[config.mk]
export PLATFORM = sky130hd
export DESIGN_NAME = ecu_top
export DESIGN_NICKNAME = d
export VERILOG_FILES = /design/src/ecu_pkg.sv /design/src/ecu_top.sv
export SDC_FILE = /design/constraint.sdc
export NUM_CORES = 1
export LEC_CHECK = 0
export BUFFER_PORTS_ARGS = -buffer_cell sky130_fd_sc_hd__buf_4
export CAP_MARGIN = 5
export CORE_AREA = 3 3 101 103
export CTS_CLUSTER_SIZE = 40
export DETAILED_ROUTE_END_ITERATION = 7
export DIE_AREA = 0 0 104 106
export PLACE_DENSITY = 0.75
export SLEW_MARGIN = 5
export SYNTH_ARGS = -nofsm -noshare
export SYNTH_HDL_FRONTEND = slang
export SYNTH_SLANG_ARGS = --single-unit
[constraint.sdc]
create_clock -name core_clk_i -period 1.8 [get_ports core_clk_i]
set_clock_uncertainty 0.1 [all_clocks]
set_input_delay 0.36 -clock core_clk_i [delete_from_list [all_inputs] [get_ports core_clk_i]]
set_output_delay 0.36 -clock core_clk_i [all_outputs]
set_load 0.005 [all_outputs]
[src/ecu_pkg.sv]
// Constants, register map and carrier types of the edge capture unit.
// Assumes a 32-bit Avalon-MM register bus with a byte address.
package ecu_pkg;

	// ----------------------------------------------------------------
	// Register map (byte addresses)
	// ----------------------------------------------------------------
	localparam int              ECU_AW          = 4;
	localparam logic [3:0]      ECU_OFS_CTRL    = 4'h0;   // capture_channel_control
	localparam logic [3:0]      ECU_OFS_BUF     = 4'h4;   // oldest captured value, read pops
	localparam logic [3:0]      ECU_OFS_STAT    = 4'h8;   // sticky events, read clears
	localparam logic [3:0]      ECU_OFS_MASK    = 4'hC;   // interrupt mask, same layout

	// ----------------------------------------------------------------
	// Control register fields
	// ----------------------------------------------------------------
	localparam int              ECU_B_IDLE      = 13;     // idle_stop_select
	localparam int              ECU_B_TSEL      = 7;      // timebase_select
	localparam int              ECU_B_ICI_HI    = 6;      // captures_per_irq
	localparam int              ECU_B_ICI_LO    = 5;
	localparam int              ECU_B_OVF       = 4;      // capture_overflow_flag
	localparam int              ECU_B_BNE       = 3;      // buffer_not_empty_flag
	localparam int              ECU_B_MODE_HI   = 2;      // capture_mode_select
	localparam int              ECU_B_MODE_LO   = 0;
	localparam logic [31:0]     ECU_CTRL_RST    = 32'h0000_0000;

	// ----------------------------------------------------------------
	// Status / mask bits
	// ----------------------------------------------------------------
	localparam int              ECU_NEV         = 3;
	localparam int              ECU_EV_CAP      = 0;      // capture interrupt
	localparam int              ECU_EV_OVF      = 1;      // capture overflow
	localparam int              ECU_EV_WAKE     = 2;      // wake-up edge

	// ----------------------------------------------------------------
	// Modes and prescale limits
	// ----------------------------------------------------------------
	typedef enum logic [2:0] {
		ECU_M_OFF   = 3'h0,
		ECU_M_BOTH  = 3'h1,
		ECU_M_FALL  = 3'h2,
		ECU_M_RISE  = 3'h3,
		ECU_M_RISE4 = 3'h4,
		ECU_M_RISE16= 3'h5,
		ECU_M_UNUSED= 3'h6,
		ECU_M_WAKE  = 3'h7
	} ecu_mode_t;

	localparam logic [3:0]      ECU_PRE4_LAST   = 4'h3;
	localparam logic [3:0]      ECU_PRE16_LAST  = 4'hF;
	localparam logic [3:0]      ECU_PRE_ZERO    = 4'h0;

	// Bus request carrier
	typedef struct packed {
		logic                   rd;
		logic                   wr;
		logic [ECU_AW-1:0]      addr;
		logic [3:0]             be;
		logic [31:0]            wdata;
	} ecu_req_t;

	// Control register contents
	typedef struct packed {
		logic                   idle_stop;
		logic                   tsel;
		logic [1:0]             captures_per_irq;
		ecu_mode_t              mode;
	} ecu_ctrl_t;

endpackage

[src/ecu_top.sv]
// Edge capture unit: one input channel timestamped with a timer count.
// Assumes an Avalon-MM master, a free-running timer count and CPU
// power-state levels, all on core_clk_i.
//
// How it works
// - Idle-stop bit halts channel in CPU idle
// - Each capture latches the second timer count
// - Captures-per-irq field sets interrupt rate
// - Read-only overflow flag, hardware cleared, resets zero
// - Read-only buffer-not-empty flag, resets zero
// - Mode 111: rising-edge wake pin in sleep/idle
// - Mode 111 ignores all other control fields
// - Mode 110 acts as channel disabled
// - Mode 101 every 16th, 100 every 4th rise
// - Mode 011 captures every rising edge
// - Mode 010 captures every falling edge
// - Every-edge mode ignores captures-per-irq field
// - Mode 000 turns the channel off
// - Unimplemented bits read zero, fields reset zero
//
// Decided for this implementation: the Avalon-MM register port and the register offsets.
`timescale 1ns/1ps

module ecu_top
	import ecu_pkg::*;
#(
	parameter int                       DEPTH   = 4,
	parameter int                       TW      = 16
) (
	input  wire logic                   core_clk_i,
	input  wire logic                   rst_n_i,
	input  wire logic                   ce_i,
	input  wire logic [ECU_AW-1:0]      avs_address_i,
	input  wire logic                   avs_read_i,
	input  wire logic                   avs_write_i,
	input  wire logic [3:0]             avs_byteenable_i,
	input  wire logic [31:0]            avs_writedata_i,
	output logic [31:0]                 avs_readdata_o,
	output logic                        avs_waitrequest_o,
	input  wire logic                   cap_pin_i,
	input  wire logic [TW-1:0]          second_timer_count_i,
	input  wire logic                   cpu_idle_i,
	input  wire logic                   cpu_sleep_i,
	output logic                        irq_o
);

	// ----------------------------------------------------------------
	// Elaboration checks
	// ----------------------------------------------------------------
	localparam int                      PW      = (DEPTH > 1) ? $clog2(DEPTH) : 1;
	localparam int                      CW      = $clog2(DEPTH + 1);
	localparam logic [CW-1:0]           CNT_FULL = CW'(DEPTH);
	localparam logic [CW-1:0]           CNT_ONE  = CW'(1);

	initial begin
		if (DEPTH < 2 || (DEPTH & (DEPTH - 1)) != 0)
			$error("DEPTH must be a power of two, at least 2");
		if (TW < 1 || TW > 32)
			$error("TW must lie between 1 and 32");
	end

	// ----------------------------------------------------------------
	// Reset release
	// ----------------------------------------------------------------
	logic [1:0]                         rst_sync_ff;
	logic                               rst_n;

	// Async assert, two-flop release
	always_ff @(posedge core_clk_i or negedge rst_n_i) begin
		if (!rst_n_i)
			rst_sync_ff <= 2'h0;
		else
			rst_sync_ff <= {rst_sync_ff[0], 1'b1};
	end
	assign rst_n = rst_sync_ff[1];

	// ----------------------------------------------------------------
	// Bus slave
	// ----------------------------------------------------------------
	ecu_req_t                           req;
	logic                               ack_ff;
	logic                               take;
	logic                               rd_take;
	logic                               wr_take;
	logic                               sel_ctrl;
	logic                               sel_buf;
	logic                               sel_stat;
	logic                               sel_mask;
	logic [31:0]                        rd_mux;
	logic [31:0]                        ctrl_rd;

	assign req       = '{rd: avs_read_i, wr: avs_write_i, addr: avs_address_i,
	                     be: avs_byteenable_i, wdata: avs_writedata_i};
	// One wait cycle: read data is registered before the answer
	assign avs_waitrequest_o = (req.rd || req.wr) && !ack_ff;
	assign take      = ce_i && ack_ff && (req.rd || req.wr);
	assign rd_take   = take && req.rd;
	assign wr_take   = take && req.wr;
	assign sel_ctrl  = (req.addr == ECU_OFS_CTRL);
	assign sel_buf   = (req.addr == ECU_OFS_BUF);
	assign sel_stat  = (req.addr == ECU_OFS_STAT);
	assign sel_mask  = (req.addr == ECU_OFS_MASK);

	always_ff @(posedge core_clk_i or negedge rst_n) begin
		if (!rst_n)
			ack_ff <= 1'b0;
		else if (ce_i)
			ack_ff <= (req.rd || req.wr) && !ack_ff;
	end

	// ----------------------------------------------------------------
	// Control register
	// ----------------------------------------------------------------
	ecu_ctrl_t                          ctrl_ff;
	ecu_ctrl_t                          nxt_ctrl;
	logic [ECU_NEV-1:0]                 mask_ff;
	logic [ECU_NEV-1:0]                 stat_ff;
	logic                               ovf_ff;
	logic [CW-1:0]                      cnt_ff;
	logic                               bne;

	// Byte lanes 0 and 1 only; upper lanes hold nothing
	always_comb begin
		nxt_ctrl = ctrl_ff;
		if (req.be[0]) begin
			nxt_ctrl.tsel = req.wdata[ECU_B_TSEL];
			nxt_ctrl.captures_per_irq  = req.wdata[ECU_B_ICI_HI:ECU_B_ICI_LO];
			nxt_ctrl.mode = ecu_mode_t'(req.wdata[ECU_B_MODE_HI:ECU_B_MODE_LO]);
		end
		if (req.be[1])
			nxt_ctrl.idle_stop = req.wdata[ECU_B_IDLE];
	end

	always_ff @(posedge core_clk_i or negedge rst_n) begin
		if (!rst_n) begin
			ctrl_ff <= ecu_ctrl_t'(ECU_CTRL_RST[6:0]);
			mask_ff <= '0;
		end else if (ce_i && wr_take) begin
			if (sel_ctrl)
				ctrl_ff <= nxt_ctrl;
			if (sel_mask && req.be[0])
				mask_ff <= req.wdata[ECU_NEV-1:0];
		end
	end

	// Unimplemented positions assembled as zero
	always_comb begin
		ctrl_rd = 32'h0000_0000;
		ctrl_rd[ECU_B_IDLE] = ctrl_ff.idle_stop;
		ctrl_rd[ECU_B_TSEL] = ctrl_ff.tsel;
		ctrl_rd[ECU_B_ICI_HI:ECU_B_ICI_LO] = ctrl_ff.captures_per_irq;
		ctrl_rd[ECU_B_OVF] = ovf_ff;
		ctrl_rd[ECU_B_BNE] = bne;
		ctrl_rd[ECU_B_MODE_HI:ECU_B_MODE_LO] = ctrl_ff.mode;
	end

	// ----------------------------------------------------------------
	// Input synchroniser and edge detect
	// ----------------------------------------------------------------
	logic [2:0]                         sync_ff;
	logic                               level_ff;
	logic                               agree;
	logic                               rise;
	logic                               fall;

	// Edge counts only once the last two stages agree
	always_ff @(posedge core_clk_i or negedge rst_n) begin
		if (!rst_n) begin
			sync_ff  <= 3'h0;
			level_ff <= 1'b0;
		end else if (ce_i) begin
			sync_ff <= {sync_ff[1:0], cap_pin_i};
			if (agree)
				level_ff <= sync_ff[2];
		end
	end
	assign agree = (sync_ff[1] == sync_ff[2]);
	assign rise  = ce_i && agree && sync_ff[2] && !level_ff;
	assign fall  = ce_i && agree && !sync_ff[2] && level_ff;

	// ----------------------------------------------------------------
	// Capture event selection
	// ----------------------------------------------------------------
	logic                               halted;
	logic                               presc_mode;
	logic [3:0]                         pre_last;
	logic [3:0]                         pre_ff;
	logic                               pre_hit;
	logic                               cap_evt;
	logic                               wake_set;

	// Mode 111 ignores the idle-stop bit; other modes honour it
	assign halted     = ctrl_ff.idle_stop && cpu_idle_i;
	assign presc_mode = (ctrl_ff.mode == ECU_M_RISE4) || (ctrl_ff.mode == ECU_M_RISE16);
	assign pre_last   = (ctrl_ff.mode == ECU_M_RISE16) ? ECU_PRE16_LAST : ECU_PRE4_LAST;
	assign pre_hit    = rise && (pre_ff == pre_last);

	always_comb begin
		cap_evt = 1'b0;
		case (ctrl_ff.mode)
			ECU_M_BOTH:   cap_evt = rise || fall;
			ECU_M_FALL:   cap_evt = fall;
			ECU_M_RISE:   cap_evt = rise;
			ECU_M_RISE4,
			ECU_M_RISE16: cap_evt = pre_hit;
			default:      cap_evt = 1'b0;
		endcase
		if (halted)
			cap_evt = 1'b0;
	end

	// Wake pin: rising edges only, only while asleep or idle
	assign wake_set = (ctrl_ff.mode == ECU_M_WAKE) && rise && (cpu_sleep_i || cpu_idle_i);

	// Prescaler restarts whenever the mode leaves the divided modes
	always_ff @(posedge core_clk_i or negedge rst_n) begin
		if (!rst_n)
			pre_ff <= ECU_PRE_ZERO;
		else if (ce_i && !presc_mode)
			pre_ff <= ECU_PRE_ZERO;
		else if (rise && !halted)
			pre_ff <= pre_hit ? ECU_PRE_ZERO : pre_ff + 4'h1;
	end

	// ----------------------------------------------------------------
	// Interrupt rate counter
	// ----------------------------------------------------------------
	logic [1:0]                         ici_ff;
	logic [1:0]                         ici_last;
	logic                               cap_irq;

	// Every-edge mode interrupts on each capture else field+1
	assign ici_last = (ctrl_ff.mode == ECU_M_BOTH) ? 2'h0 : ctrl_ff.captures_per_irq;
	assign cap_irq  = cap_evt && (ici_ff >= ici_last);      // A lowered field never skips a turn

	// Held at zero in every-edge mode so a stale count cannot delay it
	always_ff @(posedge core_clk_i or negedge rst_n) begin
		if (!rst_n)
			ici_ff <= 2'h0;
		else if (ce_i && (ctrl_ff.mode == ECU_M_OFF || ctrl_ff.mode == ECU_M_BOTH))
			ici_ff <= 2'h0;
		else if (cap_evt)
			ici_ff <= cap_irq ? 2'h0 : ici_ff + 2'h1;
	end

	// ----------------------------------------------------------------
	// Capture FIFO
	// ----------------------------------------------------------------
	logic [TW-1:0]                      mem_ff [DEPTH];
	logic [PW-1:0]                      wp_ff;
	logic [PW-1:0]                      rp_ff;
	logic                               full;
	logic                               push;
	logic                               pop;
	logic                               ovf_set;
	logic                               ovf_clr;
	logic                               buf_vld_ff;

	assign full    = (cnt_ff == CNT_FULL);
	assign bne     = (cnt_ff != '0);
	assign push    = cap_evt && !full;
	assign pop     = rd_take && sel_buf && buf_vld_ff;
	assign ovf_set = cap_evt && full;
	assign ovf_clr = pop && !push && (cnt_ff == CNT_ONE);

	// Timer count latched on each accepted capture
	always_ff @(posedge core_clk_i) begin
		if (push)
			mem_ff[wp_ff] <= second_timer_count_i;
	end

	always_ff @(posedge core_clk_i or negedge rst_n) begin
		if (!rst_n) begin
			wp_ff  <= '0;
			rp_ff  <= '0;
			cnt_ff <= '0;
		end else begin
			if (push)
				wp_ff <= wp_ff + PW'(1);
			if (pop)
				rp_ff <= rp_ff + PW'(1);
			if (push != pop)
				cnt_ff <= push ? cnt_ff + CW'(1) : cnt_ff - CW'(1);
		end
	end

	// Overflow set wins over the clear
	always_ff @(posedge core_clk_i or negedge rst_n) begin
		if (!rst_n)
			ovf_ff <= 1'b0;
		else if (ovf_set)
			ovf_ff <= 1'b1;
		else if (ovf_clr)
			ovf_ff <= 1'b0;
	end

	// ----------------------------------------------------------------
	// Status, mask and interrupt
	// ----------------------------------------------------------------
	logic [ECU_NEV-1:0]                 ev_set;
	logic [ECU_NEV-1:0]                 ev_clr;

	assign ev_set[ECU_EV_CAP]  = cap_irq;
	assign ev_set[ECU_EV_OVF]  = ovf_set;
	assign ev_set[ECU_EV_WAKE] = wake_set;
	assign ev_clr = (rd_take && sel_stat) ? avs_readdata_o[ECU_NEV-1:0] : '0;

	// Read clears only the bits it returned; a later event survives
	always_ff @(posedge core_clk_i or negedge rst_n) begin
		if (!rst_n)
			stat_ff <= '0;
		else if (ce_i)
			stat_ff <= (stat_ff & ~ev_clr) | ev_set;
	end
	assign irq_o = |(stat_ff & mask_ff);

	// ----------------------------------------------------------------
	// Read data
	// ----------------------------------------------------------------
	// Registered in the wait cycle; unmapped reads give zero
	always_comb begin
		rd_mux = 32'h0000_0000;
		if (sel_ctrl)
			rd_mux = ctrl_rd;
		else if (sel_buf && bne)
			rd_mux[TW-1:0] = mem_ff[rp_ff];
		else if (sel_stat)
			rd_mux[ECU_NEV-1:0] = stat_ff;
		else if (sel_mask)
			rd_mux[ECU_NEV-1:0] = mask_ff;
	end

	always_ff @(posedge core_clk_i or negedge rst_n) begin
		if (!rst_n) begin
			avs_readdata_o <= 32'h0000_0000;
			buf_vld_ff     <= 1'b0;
		end else if (ce_i && req.rd && !ack_ff) begin
			avs_readdata_o <= rd_mux;
			buf_vld_ff     <= sel_buf && bne;                 // Pop only a value that was shown
		end
	end
endmodule

After elaboration in Yosys (flattened, before gate mapping)
Memory sizes are Yosys's and may differ from the RTL's.
Index checks and enable logic that the tools add are counted.
{"block": "word_totals", "regBits": 51, "latch_bits": 0, "ram_bits": 64, "mem_bits_ro": 0, "in_bits": 64, "out_inout_bits": 34, "n_memories": 1}
{"block": "classes", "addsub": 6, "multipliers": 0, "div": 0, "order_cmp": 1, "eq_ne": 14, "shift": 0, "n_mux": 21, "n_bitwise": 4, "reduce_logical": 54}
{"name": "mem_ff", "words": 4, "word_bits": 16, "read_ports": 1, "rd_ports_with_merged_regs": 0, "write_ports": 1, "line_no": "ecu_top.sv:249", "source": "logic [TW-1:0] mem_ff [DEPTH];"}
{"cell": "$logic_and A1 B1 Y1", "n": 30}
{"cell": "$mux W16", "n": 1}
{"cell": "$mux W4", "n": 4}
{"cell": "$mux W3", "n": 5}
{"cell": "$mux W13", "n": 1}
{"cell": "$eq A3 B3 Y1 const B", "n": 4}
{"cell": "$eq A4 B4 Y1 const B", "n": 2}
{"cell": "$mux W2", "n": 4}
{"cell": "$logic_not A1 Y1", "n": 7}
{"cell": "$add A2 B1 Y2 const B", "n": 3}
{"cell": "$and A3 B3 Y3", "n": 2}
{"cell": "$eq A3 B1 Y1 const B", "n": 2}
{"cell": "$eq A3 B2 Y1 const B", "n": 2}
{"cell": "$reduce_and A3 Y1", "n": 2}
{"cell": "$reduce_bool A2 Y1", "n": 3}
{"cell": "$logic_or A1 B1 Y1", "n": 5}
{"cell": "$mux W1", "n": 5}
{"cell": "$add A4 B1 Y4 const B", "n": 1}
{"cell": "$eq A4 B3 Y1 const B", "n": 1}
{"cell": "$eq A4 B4 Y1", "n": 1}
{"cell": "$logic_not A4 Y1", "n": 1}
{"cell": "$pmux W1 S4", "n": 1}
{"cell": "$reduce_and A2 Y1", "n": 2}
{"cell": "$add A3 B1 Y3 const B", "n": 1}
{"cell": "10 further kinds", "n": 10}

Logic depth before layout (Yosys ltp)
{"block": "depth", "ltp_word": 13, "mapped_depth": 9, "depth_no_buf": 9}

Worst setup path before layout
No wires, ideal clock.
{"block": "synth_path", "kind": "input-to-reg", "startpoint": "input port ce_i", "endpoint": "memory mem_ff[0][0] (enable)", "setup_time_ns": 0.389, "arrival_ns": 2.013, "required_ns": 1.311, "setup_slack_ns": -0.702, "stages": 6, "cell_sequence": "buf_2 -> and4b_2 -> o2111ai_4 -> a31o_1 -> buf_2 -> nor2_1"}
{"block": "synth_via", "elab_chain_len": 9, "word_cells_on_any_way": 12}
{"element": "start: declaration", "line_no": "ecu_top.sv:32", "source": "input wire logic ce_i,"}
{"element": "$logic_and A1 B1 Y1 *", "line_no": "ecu_top.sv:178, ecu_top.sv:179"}
{"element": "$logic_and A1 B1 Y1 (on tied branches) (2 in series)", "line_no": "ecu_top.sv:178, ecu_top.sv:179"}
{"element": "$logic_and A1 B1 Y1 or $logic_or A1 B1 Y1 (tied branches)", "line_no": "ecu_top.sv:196, ecu_top.sv:201"}
{"element": "$pmux W1 S4 *", "line_no": "ecu_top.sv:200", "source": "case (ctrl_ff.mode)"}
{"element": "$mux W1 *", "line_no": "ecu_top.sv:208", "source": "if (halted)"}
{"element": "$logic_and A1 B1 Y1 *", "line_no": "ecu_top.sv:261", "source": "assign push = cap_evt && !full;"}
{"element": "$mux W1 *", "line_no": "ecu_top.sv:268", "source": "if (push)"}
{"element": "$mux W1 (implied by the code) *", "line_no": "ecu_top.sv:269", "source": "mem_ff[wp_ff] <= second_timer_count_i;"}
{"element": "end: declaration", "line_no": "ecu_top.sv:249"}
Every way passes the cells marked *; elsewhere a longest branch is shown, timed or not.

Final worst setup path
{"block": "layout_path", "startpoint": "register ctrl_ff[0] in the netlist's numbering", "endpoint": "register ici_ff[1]"}
{"block": "layout_via", "elab_chain_len": 10, "word_cells_on_any_way": 21}
{"element": "start: declaration", "line_no": "ecu_top.sv:114", "source": "ecu_ctrl_t ctrl_ff;"}
{"element": "start signal: assignment", "line_no": "ecu_top.sv:136", "source": "ctrl_ff <= ecu_ctrl_t'(ECU_CTRL_RST[6:0]);"}
{"element": "start signal: assignment", "line_no": "ecu_top.sv:140", "source": "ctrl_ff <= nxt_ctrl;"}
{"element": "$eq A3 B3 Y1", "line_no": "ecu_top.sv:195, ecu_top.sv:200"}
{"element": "$mux W4", "line_no": "ecu_top.sv:195", "source": "assign pre_last = (ctrl_ff.mode == ECU_M_RISE16) ? ECU_PRE16_LAST : ECU_PRE4_LAST;"}
{"element": "$eq A4 B4 Y1", "line_no": "ecu_top.sv:196", "source": "assign pre_hit = rise && (pre_ff == pre_last);"}
{"element": "$logic_and A1 B1 Y1", "line_no": "ecu_top.sv:196"}
{"element": "$pmux W1 S4", "line_no": "ecu_top.sv:200"}
{"element": "$mux W1", "line_no": "ecu_top.sv:208"}
{"element": "$logic_and A1 B1 Y1", "line_no": "ecu_top.sv:234", "source": "assign cap_irq = cap_evt && (ici_ff >= ici_last);"}
{"element": "$mux W2", "line_no": "ecu_top.sv:243", "source": "ici_ff <= cap_irq ? 2'h0 : ici_ff + 2'h1;"}
{"element": "$mux W2", "line_no": "ecu_top.sv:242", "source": "else if (cap_evt)"}
{"element": "$mux W2", "line_no": "ecu_top.sv:240", "source": "else if (ce_i && (ctrl_ff.mode == ECU_M_OFF || ctrl_ff.mode == ECU_M_BOTH))"}
{"element": "end signal: assignment", "line_no": "ecu_top.sv:243"}
{"element": "end: declaration", "line_no": "ecu_top.sv:228", "source": "logic [1:0] ici_ff;"}
Parallel ways exist; a longest one is shown, timed or not. The select of a mux whose other input is x is not followed.
A chain may end at the register's enable or synchronous reset.

==> impl_metrics.ini <==
[worst_setup_path]
cp_max_fo = 6
end_kind = flop
rrSetupSlack_ns = -0.32
cp-start-kind = flop
crit_arrival_ns = 2.45
worstSetupPathType = flop to flop
crit_slowest_cell = or4_1
crit_required_ns = 2.13
cp_top_family = simple AND/OR/NAND/NOR gates
slowest_delay_ns = 0.46
critical_path.cell_chain = and4bb_1 -> nand4b_1 -> buf_4 -> and3_4 -> or4_1 -> a22oi_1
crit_buf_inv = 1

[cts]
cts_tree = built
insertion_delay_ns = 0.52
path_clk_slew_ns = 0.06
cts_buffers = 17
clock_path_buffers = 2
h-tree-depth = 4
cts.sinks = 115
cts_root_buf = clkbuf_8

[power_and_ir_drop]
vdd_ir_drop_max_v = 0.000718
power.share.sequential_pct = 40.5
power_uw = 7560
switching_share_pct = 26.5
switchingPower_uw = 2010
p_leak_uw = 0.00293
p_per_area_nw_per_um2 = 1050
pwr-share-comb_pct = 14.7
p_clk_share_pct = 44.8
internal_power_uw = 5560

[placed_design]
place_hpwl_um = 7510
place.gp.congestion = 0.811
place_area_um2 = 6150
portBuffers = 54
pre_cts_slack_ns = -0.326

[sta]
setup_tns_ns = -18.74
finalHoldViolCount = 0
fmax_ghz = 0.472
fin_crit_ns = 2.12
setup_viol = 72
slew_violations = 0
post-route-period-util_pct = 118
grt_setup_unrepaired = true
final.setup.worst_slack_ns = -0.317

[die]
core_area_um2 = 9280
dieArea_um2 = 11000
die_y_um = 106
start_util_pct = 55.2
std_cell_rows = 35
die_x_um = 104
io_pins = 98

[yosys]
synth_common_cells = edfxtp_1 (64), dfrtp_1 (51), nand2_1 (29), o21ai_0 (18), nor2_1 (17)
synth.distinct_cells = 55
ys.flop_type = edfxtp_1
synth_area_per_cell_um2 = 13.9
syn-cell-area_um2 = 5130
yosysTopAreaCell = edfxtp_1
ys_warn_count = 0
synth_edf_count = 64
synth-seq-cells = 115
synth_top_cell_area_share_pct = 37.5
ys_seq_area_share_pct = 62.4
synth_most_common_cell = edfxtp_1
synth_area_leaders = edfxtp_1 (37%), dfrtp_1 (25%), mux4_2 (7.0%), mux2_2 (3.1%), ha_1 (2.9%)
syn_inst = 370
async_reset_ff_share_pct = 44.3

[cells_and_area]
nets = 592
nFillCells = 551
multi_input_area_um2 = 1940
drive_above_1_share_pct = 42.7
fin_area_um2 = 7220
ff_latch_area_um2 = 3210
syn_to_final_growth_pct = 40.9
diodes = 0

[global_route]
gr-total-overflow = 0
antenna_found_initial = 0
grt_usage_pct = 22.7
grt_max_degree = 50
grt_pass1_wl_um = 19200
grt_pass1_vias = 3813

[drt]
vias_per_cell = 5.30
vias = 3488
first_iter_violations = 141
drt-wirelength-per-cell_um = 17.5
drt-pass1-iter-count = 4
drc = 0
ant_nets = 0
wirelength_um = 11500

[min_path]
worstHoldPathType = primary input to asynchronous set/reset pin

[status]
violations = setup timing
outcome = finished, violations left

[flow_run]
cap_violations = 0
[worst register-to-register path, stage by stage, from the launching register on]
cell	delay, ns
dfrtp_2	0.45
and4bb_1	0.29
nand4b_1	0.20
buf_4	0.23
and3_4	0.16
or4_1	0.46
a22oi_1	0.15
[metrics by stage]
| step | hold WS, ns | utilization (%) | cells |
|---|---|---|---|
| 6_report | 0.0601 | 77.8 | 658 |
| 5_1_grt | 0.0533 | 77.8 | 658 |
| 4_1_cts | 0.0445 | 76.5 | 651 |
| 3_5_place_dp | 0.0427 | 66.2 | 590 |
| 3_3_place_gp | 0.0422 | 66.2 | 590 |
| 2_1_floorplan | -0.0356 | - | 385 |
[flip-flops by register name, indices dropped and copies added (netlist names)]
name	cells
level_ff	1
ovf_ff	1
buf_vld_ff	1
mem_ff	64
sync_ff	3
pre_ff	4
ctrl_ff	7
ack_ff	1
ici_ff	2
cnt_ff	3
rp_ff	2
rst_sync_ff	2
stat_ff	3
avs_readdata_o	16
mask_ff	3
wp_ff	2
[power groups by stage]
| stage | registers, uW | logic (uW) | clock network (uW) |
|---|---|---|---|
| floorplan | 3090 | 510 | 0 |
| global placement | 3090 | 898 | 0 |
| detailed placement | 3100 | 936 | 0 |
| CTS | 3060 | 1030 | 3430 |
| global route | 3090 | 1220 | 3600 |
| finish | 3060 | 1120 | 3390 |
[cells by family after synthesis]
| logic type | share of synthesized area, % |
|---|---|
| AOI/OAI and AO/OA | 7.32 |
| xor gates and xnor gates | 1.37 |
| adders and majority gates | 2.93 |
| buffers and inverters | 4.81 |
| DFF | 62.4 |
| muxes | 10.9 |
| other | 0.146 |
| and+or+nand+nor | 10.2 |
[what timing repair did]
item | in CTS | in global routing
hold buffers | 25 | 0
gates resized for setup | 17 | 19
pin swaps | 4 | 13
endpoints found under the setup margin | 76 | 80
hold endpoints to repair | 77 | 0
buffers inserted | 4 | 8
[metal layers]
metal	track usage (%)	wire length [um]	vias up
li1	-	-	1627
met4	8.64	203	0
met3	5.77	469	19
met1	26.6	4620	1746
met2	40.4	6250	96
met5	0	0	-
[path summary, 6_finish.rpt]
kind	startpoint	end	depth (start not counted)
max	ctrl_ff[0]	ici_ff[1]	6
min	rst_n_i	rst_sync_ff[1]	2
max in group asynchronous	rst_sync_ff[1]	sync_ff[1]	1
max reg2reg	ctrl_ff[0]	ici_ff[1]	6
min reg2reg	rst_sync_ff[1]	level_ff	1
min in group core_clk_i	ce_i	pre_ff[1]	3
[final cells by class]
class                   count  area share [%]
flip-flops and latches    115            44.4
multi-input cells         224            26.8
repair buffers            143            17.5
clock buffers              17            5.73
clock inverters            15            2.53
well taps                 129            2.23
inverters                  15           0.779
[cell usage in the layout (no fill, tap or decap), types with 3 or more instances in the layout]
cell / n
nor2b_1: 6
dfrtp_1: 43
inv_1: 14
nand2_2: 4
nor3_2: 3
a21oi_1: 12
nand4_1: 9
mux2i_1: 3
o21ai_0: 17
nand2_1: 25
a22o_1: 3
a22oi_1: 4
a31oi_1: 4
nor2_4: 5
nand3_1: 4
xnor2_1: 5
nor2_1: 12
ha_1: 9
nand2b_4: 3
buf_12: 10
dfrtp_2: 8
inv_8: 4
clkbuf_16: 16
nand2b_1: 4
inv_6: 6
conb_1: 17
edfxtp_1: 64
buf_4: 107
mux2_2: 14
dlygate4sd3_1: 25
mux4_2: 16
No activity file was read; power rests on OpenSTA's default activity.
